===== config.mk =====
export PLATFORM = sky130hd
export DESIGN_NAME = rptc_top
export DESIGN_NICKNAME = d
export VERILOG_FILES = /design/src/rtl/rptc_pkg.sv /design/src/rtl/rptc_step_timer.sv /design/src/rtl/rptc_port_capture.sv /design/src/rtl/rptc_top.sv
export SDC_FILE = /design/constraint.sdc
export NUM_CORES = 1
export LEC_CHECK = 0
export BUFFER_PORTS_ARGS = -buffer_cell sky130_fd_sc_hd__buf_2
export CORE_UTILIZATION = 35
export CTS_BUF_LIST = sky130_fd_sc_hd__clkbuf_8
export DETAILED_ROUTE_END_ITERATION = 10
export PLACE_DENSITY = 0.61
export SLEW_MARGIN = 25
export SYNTH_ARGS = -nofsm -noshare
export SYNTH_HDL_FRONTEND = slang
export SYNTH_HIERARCHICAL = 1
export SYNTH_SLANG_ARGS = --single-unit

===== constraint.sdc =====
create_clock -name i_clk -period 2.4 [get_ports i_clk]
set_clock_uncertainty 0.05 [all_clocks]
set_input_delay 0.36 -clock i_clk [delete_from_list [all_inputs] [get_ports i_clk]]
set_output_delay 0.36 -clock i_clk [all_outputs]
set_load 0.01 [all_outputs]

===== src/rtl/rptc_pkg.sv =====
// Purpose: Shared constants and types of the receive port timestamp capture unit.
// Assumes: 100 MHz core clock, 8-bit register port.
// Notes: Every offset, field position and step count lives here, with the config, control and line reset values.
`default_nettype none
package rptc_pkg;
    // Register offsets on the 8-bit register port
    localparam logic [7:0] ADDR_CONFIG = 8'h25;
    localparam logic [7:0] ADDR_CONTROL = 8'h26;
    localparam logic [7:0] ADDR_LINE_HI = 8'h27;
    localparam logic [7:0] ADDR_LINE_LO = 8'h28;
    localparam logic [7:0] ADDR_STATUS = 8'h29;
    localparam logic [7:0] ADDR_STAMP_BASE = 8'h2a;
    localparam logic [7:0] ADDR_STAMP_LAST = 8'h31;
    localparam logic [7:0] ADDR_INT_STATUS = 8'h34;
    localparam logic [7:0] ADDR_INT_MASK = 8'h35;
    // Reset values
    localparam logic [7:0] RESET_CONFIG = 8'h00;
    localparam logic [7:0] RESET_CONTROL = 8'h00;
    localparam logic [15:0] RESET_LINE = 16'h0000;
    // Field positions
    localparam int SYNC_EDGE_BIT = 6;
    localparam int HOLD_BIT = 4;
    localparam int READY_BIT = 4;
    localparam int EVT_READY_BIT = 0;
    localparam int EVT_SYNC_BIT = 1;
    // Writable bits; reserved bits always read zero
    localparam logic [7:0] CONFIG_WMASK = 8'h7b;
    localparam logic [7:0] CONTROL_WMASK = 8'h1f;
    localparam logic [7:0] INT_WMASK = 8'h03;
    // Step timing: the times in ps, the counts derived from the clock period
    localparam int CLK_PERIOD_PS = 10000;
    localparam int STEP0_PS = 40000;
    localparam int STEP1_PS = 80000;
    localparam int STEP2_PS = 160000;
    localparam int STEP3_PS = 1000000;
    localparam logic [6:0] STEP0_CYC = 7'((STEP0_PS + CLK_PERIOD_PS - 1) / CLK_PERIOD_PS);
    localparam logic [6:0] STEP1_CYC = 7'((STEP1_PS + CLK_PERIOD_PS - 1) / CLK_PERIOD_PS);
    localparam logic [6:0] STEP2_CYC = 7'((STEP2_PS + CLK_PERIOD_PS - 1) / CLK_PERIOD_PS);
    localparam logic [6:0] STEP3_CYC = 7'((STEP3_PS + CLK_PERIOD_PS - 1) / CLK_PERIOD_PS);
    localparam int NUM_PORTS = 4;

    // Capture configuration register layout
    typedef struct packed {
        logic rsvd7;
        logic sync_edge_select;
        logic [1:0] count_step_select;
        logic early_ready_select;
        logic rsvd2;
        logic free_count_select;
        logic capture_event_select;
    } rptc_config_type;

    // Capture control register layout
    typedef struct packed {
        logic [2:0] rsvd;
        logic capture_hold;
        logic [3:0] port_capture_on;
    } rptc_control_type;

    // Video timing events from one receive port
    typedef struct packed {
        logic line_start;
        logic frame_start;
    } rptc_port_evt_type;
endpackage
`default_nettype wire


===== src/rtl/rptc_step_timer.sv =====
// Purpose: Timestamp counter advancing once per selected resolution step.
// Assumes: Restart is a one-cycle pulse from the frame-sync edge detector.
// Notes: The prescaler restarts together with the count so steps stay aligned.
`default_nettype none
module rptc_step_timer
(
    // Clock and reset
    input wire logic i_clk,
    input wire logic i_nrst,
    // Control
    input wire logic i_restart,
    input wire logic [1:0] i_step_sel,
    // Count
    output logic [15:0] o_count
);
    typedef struct packed {
        logic [6:0] prescale;
        logic [15:0] count;
    } rptc_timer_state_type;

    rptc_timer_state_type st;
    rptc_timer_state_type next_st;
    logic [6:0] step_last;

    // step length select
    always_comb
    begin
        case (i_step_sel)
            2'h0: step_last = rptc_pkg::STEP0_CYC - 7'h01;
            2'h1: step_last = rptc_pkg::STEP1_CYC - 7'h01;
            2'h2: step_last = rptc_pkg::STEP2_CYC - 7'h01;
            default: step_last = rptc_pkg::STEP3_CYC - 7'h01;
        endcase
    end

    // restart on edge, else count per step
    always_comb
    begin
        next_st = st;
        if (i_restart)
        begin
            next_st.prescale = 7'h00;
            next_st.count = 16'h0000;
        end
        else if (st.prescale >= step_last)
        begin
            next_st.prescale = 7'h00;
            next_st.count = st.count + 16'h0001; // Wraps silently
        end
        else
        begin
            next_st.prescale = st.prescale + 7'h01;
        end
    end

    // State register
    always_ff @(posedge i_clk or negedge i_nrst)
    begin
        if (!i_nrst)
            st <= '0;
        else
            st <= next_st;
    end

    assign o_count = st.count;
endmodule
`default_nettype wire


===== src/rtl/rptc_port_capture.sv =====
// Purpose: Line tracking and 16-bit timestamp capture for one receive port.
// Assumes: Line and frame start are one-cycle pulses, synchronous to the clock.
// Notes: A capture in the same cycle as a valid clear keeps the valid flag set.
`default_nettype none
module rptc_port_capture
(
    // Clock and reset
    input wire logic i_clk,
    input wire logic i_nrst,
    // Video timing of this port
    input wire rptc_pkg::rptc_port_evt_type i_evt,
    // Settings
    input wire logic i_enable,
    input wire logic i_hold,
    input wire logic i_frame_mode,
    input wire logic i_free,
    input wire logic [15:0] i_line_num,
    input wire logic [15:0] i_time,
    input wire logic i_clear_valid,
    // Captured value
    output logic [15:0] o_stamp,
    output logic o_valid
);
    typedef struct packed {
        logic [15:0] line;
        logic armed;
        logic [15:0] stamp;
        logic valid;
    } rptc_port_state_type;

    rptc_port_state_type st;
    rptc_port_state_type next_st;
    logic [15:0] line_next;
    logic cap_now;

    // line tracking and frame-start arming
    always_comb
    begin
        next_st = st;
        line_next = st.line + 16'h0001;
        cap_now = 1'b0;
        if (i_evt.frame_start)
        begin
            next_st.line = 16'h0000;
            next_st.armed = 1'b0;
            // frame start capture
            cap_now = i_frame_mode && (!i_free || st.armed);
        end
        else if (i_evt.line_start)
        begin
            next_st.line = line_next;
            // line start capture at set line
            cap_now = !i_frame_mode && (line_next == i_line_num);
            if (line_next == i_line_num)
                next_st.armed = 1'b1;
        end
        // disabled port does not capture
        // hold blocks overwriting
        cap_now = cap_now && i_enable && !i_hold;
        if (i_clear_valid)
            next_st.valid = 1'b0;
        if (cap_now)
        begin
            next_st.stamp = i_time;
            next_st.valid = 1'b1; // Capture wins over clear
        end
    end

    // State register
    always_ff @(posedge i_clk or negedge i_nrst)
    begin
        if (!i_nrst)
            st <= '0;
        else
            st <= next_st;
    end

    assign o_stamp = st.stamp;
    assign o_valid = st.valid;
endmodule
`default_nettype wire


===== src/rtl/rptc_top.sv =====
// Purpose: Four-port timestamp capture unit with register port and interrupt.
// Assumes: All inputs synchronous to i_clk; read data stands one cycle after the strobe.
// Notes: Software sets the hold bit, reads stamps, then clears the hold bit.
// Functional notes
// Frame-sync active edge is rising when the edge select is 0, falling when 1.
// Step select codes 00, 01, 10, 11 give 40ns, 80ns, 160ns and 1.0us per count.
// With early ready set, ready rises as soon as every enabled port has a stamp.
// Free-count select 0 gives frame-sync referenced counting, 1 gives free counting.
// Capture event select 0 captures at a line start, 1 at a frame start.
// Writing 1 to the hold bit freezes all stamps and clears the ready flag at once.
// Software clears the hold bit after reading; capture stays stopped until then.
// Each port has its own capture enable in control bits 0 to 3; disabled ports never capture.
// Config and control reset to zero and their reserved bits read as zero.
// Line mode captures at the 16-bit line number; free frame mode arms on that line.
// A readable ready flag shows stamps may be read and clears when hold is set.
// A read-only valid flag per port shows that its stamp was captured.
// Each 16-bit stamp is read as separate upper and lower bytes.
// In frame-sync mode the count restarts on each active edge; free counting never restarts.
// While hold is set no capture overwrites a stored stamp.
`default_nettype none
module rptc_top
(
    // Clock and reset
    input wire logic i_clk,
    input wire logic i_nrst,
    // Register port
    input wire logic [7:0] i_addr,
    input wire logic [7:0] i_wdata,
    input wire logic i_wr,
    input wire logic i_rd,
    output logic [7:0] o_rdata,
    // Video timing from the receive ports
    input wire rptc_pkg::rptc_port_evt_type [3:0] i_port_evt,
    input wire logic i_frame_sync,
    // Interrupt
    output logic o_irq
);
    typedef struct packed {
        rptc_pkg::rptc_config_type cfg;
        rptc_pkg::rptc_control_type ctl;
        logic [15:0] line_num;
        logic sync_prev;
        logic ready;
        logic [7:0] int_status;
        logic [7:0] int_mask;
        logic [7:0] rdata;
        logic irq;
    } rptc_top_state_type;

    rptc_top_state_type st;
    rptc_top_state_type next_st;

    // Port capture results
    logic [3:0][15:0] stamp;
    logic [3:0] valid;
    logic [15:0] count;

    // Derived strobes
    logic sync_edge;
    logic timer_restart;
    logic hold_set;
    logic hold_release;
    logic clear_valid;
    logic all_valid;
    logic [7:0] events;
    logic [2:0] stamp_sel;
    logic [15:0] stamp_word;
    logic [7:0] rd_value;

    // active edge chosen by edge select
    always_comb
    begin
        if (st.cfg.sync_edge_select)
            sync_edge = st.sync_prev && !i_frame_sync;
        else
            sync_edge = !st.sync_prev && i_frame_sync;
    end

    // only frame-sync mode restarts the counter
    assign timer_restart = sync_edge && !st.cfg.free_count_select;

    // Shared time base for all ports
    rptc_step_timer u_timer
    (
        .i_clk(i_clk),
        .i_nrst(i_nrst),
        .i_restart(timer_restart),
        .i_step_sel(st.cfg.count_step_select),
        .o_count(count)
    );

    // hold edges from software writes
    assign hold_set = i_wr && (i_addr == rptc_pkg::ADDR_CONTROL)
        && i_wdata[rptc_pkg::HOLD_BIT];
    assign hold_release = i_wr && (i_addr == rptc_pkg::ADDR_CONTROL)
        && !i_wdata[rptc_pkg::HOLD_BIT] && st.ctl.capture_hold;

    // A new capture round starts at each counter restart outside hold or when hold is released
    assign clear_valid = (timer_restart && !st.ctl.capture_hold) || hold_release;

    // One capture unit per receive port
    genvar p;
    generate
        for (p = 0; p < rptc_pkg::NUM_PORTS; p++)
        begin : g_port
            rptc_port_capture u_port
            (
                .i_clk(i_clk),
                .i_nrst(i_nrst),
                .i_evt(i_port_evt[p]),
                .i_enable(st.ctl.port_capture_on[p]),
                .i_hold(st.ctl.capture_hold),
                .i_frame_mode(st.cfg.capture_event_select),
                .i_free(st.cfg.free_count_select),
                .i_line_num(st.line_num),
                .i_time(count),
                .i_clear_valid(clear_valid),
                .o_stamp(stamp[p]),
                .o_valid(valid[p])
            );
        end
    endgenerate

    // Every enabled port holds a stamp; no enabled port means never ready
    assign all_valid = (&(valid | ~st.ctl.port_capture_on)) && (|st.ctl.port_capture_on);

    // stamp pair select, upper byte at the even offset
    assign stamp_sel = 3'(i_addr - rptc_pkg::ADDR_STAMP_BASE);
    assign stamp_word = stamp[stamp_sel[2:1]];

    // Read multiplexer; unmapped offsets read zero
    always_comb
    begin
        rd_value = 8'h00;
        case (i_addr)
            // reserved bits are never stored, so read zero
            rptc_pkg::ADDR_CONFIG: rd_value = st.cfg;
            rptc_pkg::ADDR_CONTROL: rd_value = st.ctl;
            rptc_pkg::ADDR_LINE_HI: rd_value = st.line_num[15:8];
            rptc_pkg::ADDR_LINE_LO: rd_value = st.line_num[7:0];
            // ready flag and R12: per-port valid flags
            rptc_pkg::ADDR_STATUS: rd_value = {3'h0, st.ready, valid};
            rptc_pkg::ADDR_INT_STATUS: rd_value = st.int_status;
            rptc_pkg::ADDR_INT_MASK: rd_value = st.int_mask;
            default:
            begin
                // upper and lower byte reads
                if (i_addr >= rptc_pkg::ADDR_STAMP_BASE && i_addr <= rptc_pkg::ADDR_STAMP_LAST)
                    rd_value = stamp_sel[0] ? stamp_word[7:0] : stamp_word[15:8];
            end
        endcase
    end

    // Next-state logic of registers, ready flag and interrupt
    always_comb
    begin
        next_st = st;
        events = 8'h00;
        next_st.sync_prev = i_frame_sync;

        // Register writes
        if (i_wr)
        begin
            case (i_addr)
                rptc_pkg::ADDR_CONFIG: next_st.cfg = i_wdata & rptc_pkg::CONFIG_WMASK;
                // capture resumes only once hold is written back to 0
                rptc_pkg::ADDR_CONTROL: next_st.ctl = i_wdata & rptc_pkg::CONTROL_WMASK;
                // line number kept as two bytes
                rptc_pkg::ADDR_LINE_HI: next_st.line_num[15:8] = i_wdata;
                rptc_pkg::ADDR_LINE_LO: next_st.line_num[7:0] = i_wdata;
                rptc_pkg::ADDR_INT_MASK: next_st.int_mask = i_wdata & rptc_pkg::INT_WMASK;
                default: next_st.int_mask = st.int_mask;
            endcase
        end

        // Ready flag
        if (hold_set || st.ctl.capture_hold)
        begin
            // freeze clears ready in the same write
            // ready stays low while held
            next_st.ready = 1'b0;
        end
        else if (timer_restart)
        begin
            // Normal mode reports the finished round at the edge closing it
            next_st.ready = !st.cfg.early_ready_select && all_valid;
        end
        else if ((st.cfg.early_ready_select || st.cfg.free_count_select) && all_valid)
        begin
            // early ready once all enabled ports hold a stamp
            next_st.ready = 1'b1;
        end

        // Events: ready rising and active frame-sync edge
        events[rptc_pkg::EVT_READY_BIT] = next_st.ready && !st.ready;
        events[rptc_pkg::EVT_SYNC_BIT] = sync_edge;

        // Write one to clear; a new event in the same cycle wins
        if (i_wr && i_addr == rptc_pkg::ADDR_INT_STATUS)
            next_st.int_status = st.int_status & ~(i_wdata & rptc_pkg::INT_WMASK);
        next_st.int_status = next_st.int_status | events;

        // Level interrupt from a flop so the output never glitches
        next_st.irq = |(next_st.int_status & next_st.int_mask);

        // Read data stands only in the cycle after the strobe
        next_st.rdata = i_rd ? rd_value : 8'h00;
    end

    // State register; R9: all-zero reset of config and control
    always_ff @(posedge i_clk or negedge i_nrst)
    begin
        if (!i_nrst)
        begin
            st <= '0;
            st.cfg <= rptc_pkg::RESET_CONFIG;
            st.ctl <= rptc_pkg::RESET_CONTROL;
            st.line_num <= rptc_pkg::RESET_LINE;
        end
        else
        begin
            st <= next_st;
        end
    end

    assign o_rdata = st.rdata;
    assign o_irq = st.irq;
endmodule
`default_nettype wire


==> results of run 1 <==
[kinds of logic (layout without fill, tap and decap cells)]
| group | count (synthesis) | in the layout | share of synthesized area |
|---|---|---|---|
| DFF | 201 | 201 | 0.350 |
| AOI/OAI and AO/OA | 187 | 187 | 0.112 |
| buffers and inverters | 227 | 248 | 0.0945 |
| other | 0 | 2 | 0 |
| adders and majority gates | 12 | 12 | 0.0105 |
| and+or+nand+nor | 682 | 682 | 0.276 |
| muxes | 67 | 67 | 0.0633 |
| xor gates and xnor gates | 153 | 153 | 0.0933 |
[final timing paths]
path	slack (ns)	from	end	cells after the start
worst max register to register	0.09	g_port[1].u_port/st[21]$_DFFE_PN0P_	g_port[1].u_port/o_valid$_DFFE_PN0P_	7
worst min register to register	0.46	g_port[1].u_port/st[17]$_DFFE_PN0P_	g_port[1].u_port/st[17]$_DFFE_PN0P_	2
worst max-delay path	0.09	g_port[1].u_port/st[21]$_DFFE_PN0P_	g_port[1].u_port/o_valid$_DFFE_PN0P_	7
worst min-delay path	0.05	i_port_evt[4]	g_port[2].u_port/st[17]$_DFFE_PN0P_	2
max in group asynchronous	1.10	i_nrst	g_port[2].u_port/o_stamp[13]$_DFFE_PN0P_	3
min in group asynchronous	0.33	i_nrst	g_port[0].u_port/st[31]$_DFFE_PN0P_	2
[routing by layer]
metal,vias up,track usage,part of all wire
met2,363,0.291,0.45
met1,5696,0.259,0.47
li1,5426,-,-
met5,-,0,0
met4,0,0.0608,0.023
met3,65,0.0274,0.061
[state kept, by name, summed over array words and instances, names as in the netlist]
name,flops
st,33
u_timer/st,7
u_timer/o_count,16
o_rdata,8
o_irq,1
g_port.u_port/o_valid,4
g_port.u_port/o_stamp,64
g_port.u_port/st,68
[where the power goes]
part | internal (mW) | switching (mW) | total, mW
sequential | 3.69 | 0.594 | 4.28
combinational | 0.851 | 1.06 | 1.91
clock | 1.96 | 1.50 | 3.47
total | 6.50 | 3.16 | 9.66
[worst max-delay path, delay by kind of cell (launching register included)]
family                 cells  cell delay [ns]
flip-flops                 1             0.55
AND/OR/NAND/NOR            4             0.99
AO/OA/AOI/OAI              2             0.44
buffers and inverters      1             0.16
[repair_timing]
action                                 in CTS  in global routing
setup endpoints to repair                   0                 72
gates resized for setup                     0                 23
buffers inserted                            0                  1
endpoints found under the hold margin      56                  0
hold buffers                                2                  0
[final cells by class]
type	count	share of cell area
diodes	2	0.000317
clock buffers	50	0.0436
clock inverters	18	0.00618
inverters	28	0.00666
multi-input cells	1101	0.509
flip-flops and latches	201	0.319
well taps	525	0.0416
repair buffers	152	0.0736
[cells in the final DEF, fill, tap and decap left out, types with 6 or more instances in the layout]
cell,instances
a21oi_1,19
a221o_1,6
a31oi_1,6
and2_1,14
and3_1,81
and4_1,14
buf_12,8
buf_2,36
buf_4,105
clkbuf_8,51
dfrtp_1,194
dfrtp_2,7
ha_1,10
inv_1,42
mux2_2,30
mux2i_1,21
mux4_2,16
nand2_1,195
nand2b_1,15
nand3_1,25
nand3b_1,7
nand4_1,114
nand4_4,8
nor2_1,96
nor2b_1,16
nor3_1,17
nor3b_1,8
nor4_1,11
nor4_4,12
o211ai_1,34
o211ai_2,41
o21ai_0,13
o22ai_1,8
xnor2_1,85
xor2_1,68
==> impl_metrics.json, run 1 <==
{
  "drive_above_1_share": 0.236,
  "io_buffers": 37,
  "dieArea_sq_mm": 0.0418,
  "ys_seq_area_frac": 0.350,
  "finalPower_mw": 9.66,
  "clock_latency_ns": 0.54,
  "cp_slowest_stage_delay_ns": 0.55,
  "yosysUniqueCellTypes": 76,
  "synthCells": 1529,
  "period_needed_ns": 2.31,
  "grt.overflow.total": 0,
  "synth_top_area_frac": 0.350,
  "drv_slew": 0,
  "post-route-util": 0.394,
  "finalHoldViolCount": 0,
  "postSynthAreaPerCell_sq_um": 9.39,
  "fmaxAchievable_mhz": 433,
  "yosysWarnings": 6,
  "grt_pass1_wl_um": 61900,
  "p_per_area_mw_per_mm2": 612,
  "crit_path_end_kind": "register",
  "nets": 1564,
  "required_ns": 2.77,
  "dr_total_vias": 11600,
  "ys.flop_type": "dfrtp_1",
  "timing.final.ws_setup_ns": 0.0923,
  "netlist.top_cell.by_area": "dfrtp_1",
  "pre_cts_slack_ns": 0.0767,
  "path_cells": "nand4_4 -> or4_1 -> a21oi_2 -> nor4_4 -> and4_1 -> buf_12 -> a211o_1",
  "tns_ns": 0,
  "grt_pass1_vias": 11400,
  "clk_pin_slew_ns": 0.06,
  "ctsLongestPathBuffers": 3,
  "syn_to_final_growth_pct": 10.0,
  "placed_cells": 2004,
  "p_leak_nw": 7.06,
  "synth-async-reset-ratio": 1.00,
  "layoutNonFillerInstCount": 2077,
  "gr-usage-all-layers": 0.185,
  "postPlaceCellArea_sq_mm": 0.0149,
  "cp_data_arrival_time_ns": 2.68,
  "peakVddDrop_mv": 0.275,
  "die_y_um": 205,
  "clk_root_buffer_cell": "clkbuf_8",
  "core_sq_mm": 0.0401,
  "setup_viol": 0,
  "cp_slowest_cell": "dfrtp_1",
  "antenna_found_initial": 1,
  "netlist_top_cells_count": "201 x dfrtp_1, 195 x nand2_1, 114 x nand4_1, 101 x buf_4, 100 x nor2_1",
  "die-width_um": 205,
  "fill_cells": 3973,
  "num_rows": 73,
  "drt_wl_total_um": 37800,
  "dp.final_hpwl_um": 27400,
  "ff_latch_area_sq_mm": 0.00504,
  "hp-class": "input port to register",
  "worstSetupPathType": "register to register",
  "slew_headroom": 0.477,
  "cts_tree": "done",
  "fin_hold_ws_ns": 0.0466,
  "wl_per_cell_um": 18.2,
  "synth_seq_cells": 201,
  "initial_core_util": 0.358,
  "worst_pin_slew_ns": 0.785,
  "htree_levels": 2,
  "post_drt_via_cell_ratio": 5.56,
  "antenna_left": 0,
  "synth_area_leaders": "dfrtp_1 35%, buf_4 5.3%, xnor2_1 5.2%",
  "drcViolationCount": 0,
  "cp_max_fo": 17,
  "drtIter0Drc": 983,
  "syn_area_sq_mm": 0.0144,
  "period_share": 0.962,
  "cts_num_sinks": 201,
  "synth_nets": 1570,
  "cap_violations": 0,
  "run_status": "complete, no violations",
  "grt_max_degree": 62,
  "multi_input_area_sq_mm": 0.00804,
  "stdcell_area_sq_mm": 0.0158,
  "gp_congestion": 0.914,
  "cts-buffers-inserted": 39,
  "dr.pass1.iters": 5,
  "pin_count": 38,
  "yosysMostFrequentCell": "dfrtp_1",
  "synth-edff-count": 0,
  "startpoint_type": "register"
}
(Power assumes the default switching activity.)
==> run 2, diff against run 1 <==
--- a/config.mk
+++ b/config.mk
@@ -6,10 +6,10 @@
 export NUM_CORES = 1
 export LEC_CHECK = 0
 export BUFFER_PORTS_ARGS = -buffer_cell sky130_fd_sc_hd__buf_2
-export CORE_UTILIZATION = 35
+export CORE_UTILIZATION = 36
 export CTS_BUF_LIST = sky130_fd_sc_hd__clkbuf_8
 export DETAILED_ROUTE_END_ITERATION = 10
-export PLACE_DENSITY = 0.61
+export PLACE_DENSITY = 0.62
 export SLEW_MARGIN = 25
 export SYNTH_ARGS = -nofsm -noshare
 export SYNTH_HDL_FRONTEND = slang
==> run 2 against run 1 <==
Die area decreased by 2.8%. Highest routed layer unchanged. Flip-flop and latch count stayed put. Critical path depth increased by 1. Critical endpoint is now u_timer/o_count[9]$_DFFE_PN0P_. Combinational power up 6%. Via count shrank 0.80%. Clock-buffer cell count shrank 2. Sequential share of layout area rose by 0.22 points. Maximum frequency about the same. Wire length up 1.3%. Largest power group unchanged. Hold slack got worse by 0.0035 ns. Power decreased by 1.3%.
==> impl_metrics.json, run 2 (same netlist as run 1, synthesis figures left out) <==
{
  "run_status": "complete, no violations",
  "io_buffers": 37,
  "seqPwrFrac": 0.443,
  "dp.final_hpwl_um": 27600,
  "grt_max_degree": 56,
  "largest-register": "g_port.u_port/st",
  "cap_violations": 0,
  "cp_max_fo": 28,
  "fmaxAchievable_mhz": 434,
  "route.met2.wl_um": 17700,
  "crit_start": "st[55]$_DFFE_PN0P_",
  "required_ns": 2.80,
  "drv_slew": 0,
  "finalPower_mw": 9.53,
  "drt_wl_total_um": 38300,
  "p_leak_nw": 6.97,
  "final_cell_mix": "195 x nand2_1, 186 x dfrtp_1, 114 x nand4_1, 98 x nor2_1, 95 x buf_4",
  "period_needed_ns": 2.31,
  "antenna_found_initial": 0,
  "setup_viol": 0,
  "clk_root_buffer_cell": "clkbuf_8",
  "cts_num_sinks": 201,
  "crit_path_end_kind": "register",
  "peakVddDrop_mv": 0.305,
  "r2r_cells": 8,
  "dr.pass1.iters": 5,
  "period_share": 0.961,
  "initial_core_util": 0.368,
  "grt_pass1_vias": 11200,
  "ctsLongestPathBuffers": 3,
  "met3_wirelength_um": 2020,
  "core_sq_mm": 0.0390,
  "htree_levels": 2,
  "grt.overflow.total": 0,
  "pin_count": 38,
  "drive_above_1_share": 0.239,
  "pre_cts_slack_ns": -0.0148,
  "largest_register_ffs": 68,
  "p_sw_mw": 3.18,
  "r2r_slack_ns": 0.09,
  "timing.rr.end": "u_timer/o_count[9]$_DFFE_PN0P_",
  "hold_end": "g_port[3].u_port/st[17]$_DFFE_PN0P_",
  "slew_headroom": 0.476,
  "intPower_mw": 6.35,
  "cp_data_arrival_time_ns": 2.71,
  "min_path_cells": 2,
  "num_rows": 72,
  "dieArea_sq_mm": 0.0407,
  "min_from": "i_port_evt[6]",
  "clockPowerShare": 0.345,
  "wl_per_cell_um": 18.6,
  "worstSetupPathType": "register to register",
  "gr-usage-all-layers": 0.189,
  "finalHoldViolCount": 0,
  "die-width_um": 202,
  "post_drt_via_cell_ratio": 5.57,
  "highest_layer": "met4",
  "startpoint_type": "register",
  "timing.final.ws_setup_ns": 0.0934,
  "swShare": 0.334,
  "clock_latency_ns": 0.54,
  "grt_pass1_wl_um": 62300,
  "timing.rr.start": "st[55]$_DFFE_PN0P_",
  "cts-buffers-inserted": 37,
  "p_per_area_mw_per_mm2": 607,
  "combinationalPowerShare": 0.213,
  "dr_total_vias": 11500,
  "antenna_left": 0,
  "die_y_um": 202,
  "worst_pin_slew_ns": 0.786,
  "gp_congestion": 0.890,
  "final_common_cell": "nand2_1",
  "drtIter0Drc": 845,
  "clk_pin_slew_ns": 0.06,
  "wl_met1_um": 17700,
  "drcViolationCount": 0,
  "cts_tree": "done",
  "hp-class": "input port to register",
  "syn_to_final_growth_pct": 9.45,
  "nets": 1553
}
run 2: cell count changes in the layout (fill, tap and decap cells not counted), moves of 3 or more:
cell / previous run / this run
buf_4: 105 / 95
clkinv_2: 3 / 6
dfrtp_1: 194 / 186
dfrtp_2: 7 / 15
inv_1: 42 / 38
run 2: power by group through the flow:
| stage | clock network [mW] | logic, mW | registers [mW] |
|---|---|---|---|
| after floorplan | 0 | 1.68 | 4.00 |
| after global placement | 0 | 1.95 | 4.24 |
| after detailed placement | 0 | 2.00 | 4.25 |
| after CTS | 3.39 | 2.01 | 4.20 |
| after global routing | 3.52 | 2.23 | 4.28 |
| final | 3.29 | 2.03 | 4.22 |
run 2: worst max path at each step:
| stage | to | depth (start not counted) |
|---|---|---|
| after floorplan | g_port[0].u_port/o_stamp[0]$_DFFE_PN0P_ | 9 |
| after global placement | g_port[1].u_port/o_valid$_DFFE_PN0P_ | 7 |
| after detailed placement | g_port[3].u_port/o_stamp[11]$_DFFE_PN0P_ | 8 |
| after CTS | g_port[0].u_port/o_stamp[12]$_DFFE_PN0P_ | 8 |
| after global routing | g_port[1].u_port/o_stamp[8]$_DFFE_PN0P_ | 7 |
| final | u_timer/o_count[9]$_DFFE_PN0P_ | 8 |
run 2: repair_timing:
action                     in CTS  in global routing
gates resized for setup         1                 34
setup buffers                   0                  3
pin swaps                       0                  3
hold endpoints to repair       51                  0
hold buffers                    2                  0
setup endpoints to repair      14                 73
run 2: cell type report:
| cell class | instances | area (sq um) |
|---|---|---|
| Clock buffer | 48 | 661 |
| Multi-Input combinational cell | 1101 | 8070 |
| Fill cell | 3796 | 23300 |
| Inverter | 28 | 105 |
| Antenna cell | 1 | 2.50 |
| Sequential cell | 201 | 5050 |
| Clock inverter | 17 | 75.1 |
| Tap cell | 518 | 648 |
| Timing Repair Buffer | 143 | 1110 |
run 2: metrics by stage:
step | hold slack [ns] | setup TNS [ns] | utilization | instances | instance area (sq um)
floorplan | 0.0144 | 0 | - | 1529 | 14400
global placement | 0.318 | 0 | 0.380 | 1986 | 14800
detailed placement | 0.323 | -0.0361 | 0.380 | 1986 | 14800
CTS | 0.0166 | 0 | 0.399 | 2053 | 15600
global route | 0.0338 | -0.0344 | 0.403 | 2056 | 15700
finish | 0.0431 | 0 | 0.403 | 2057 | 15700
run 2: metal layers:
metal  up-vias  GRT usage
li1       5386          -
met5         -          0
met4         0     0.0593
met2       335      0.302
met1      5673      0.264
met3        64     0.0262
run 2: critical path, stage by stage (launching register included):
cell      delay (ns)
dfrtp_1         0.39
inv_1           0.06
ha_1            0.31
ha_1            0.28
nor2_1          0.05
o311a_1         0.36
buf_12          0.17
or4_4           0.48
o211ai_2        0.07
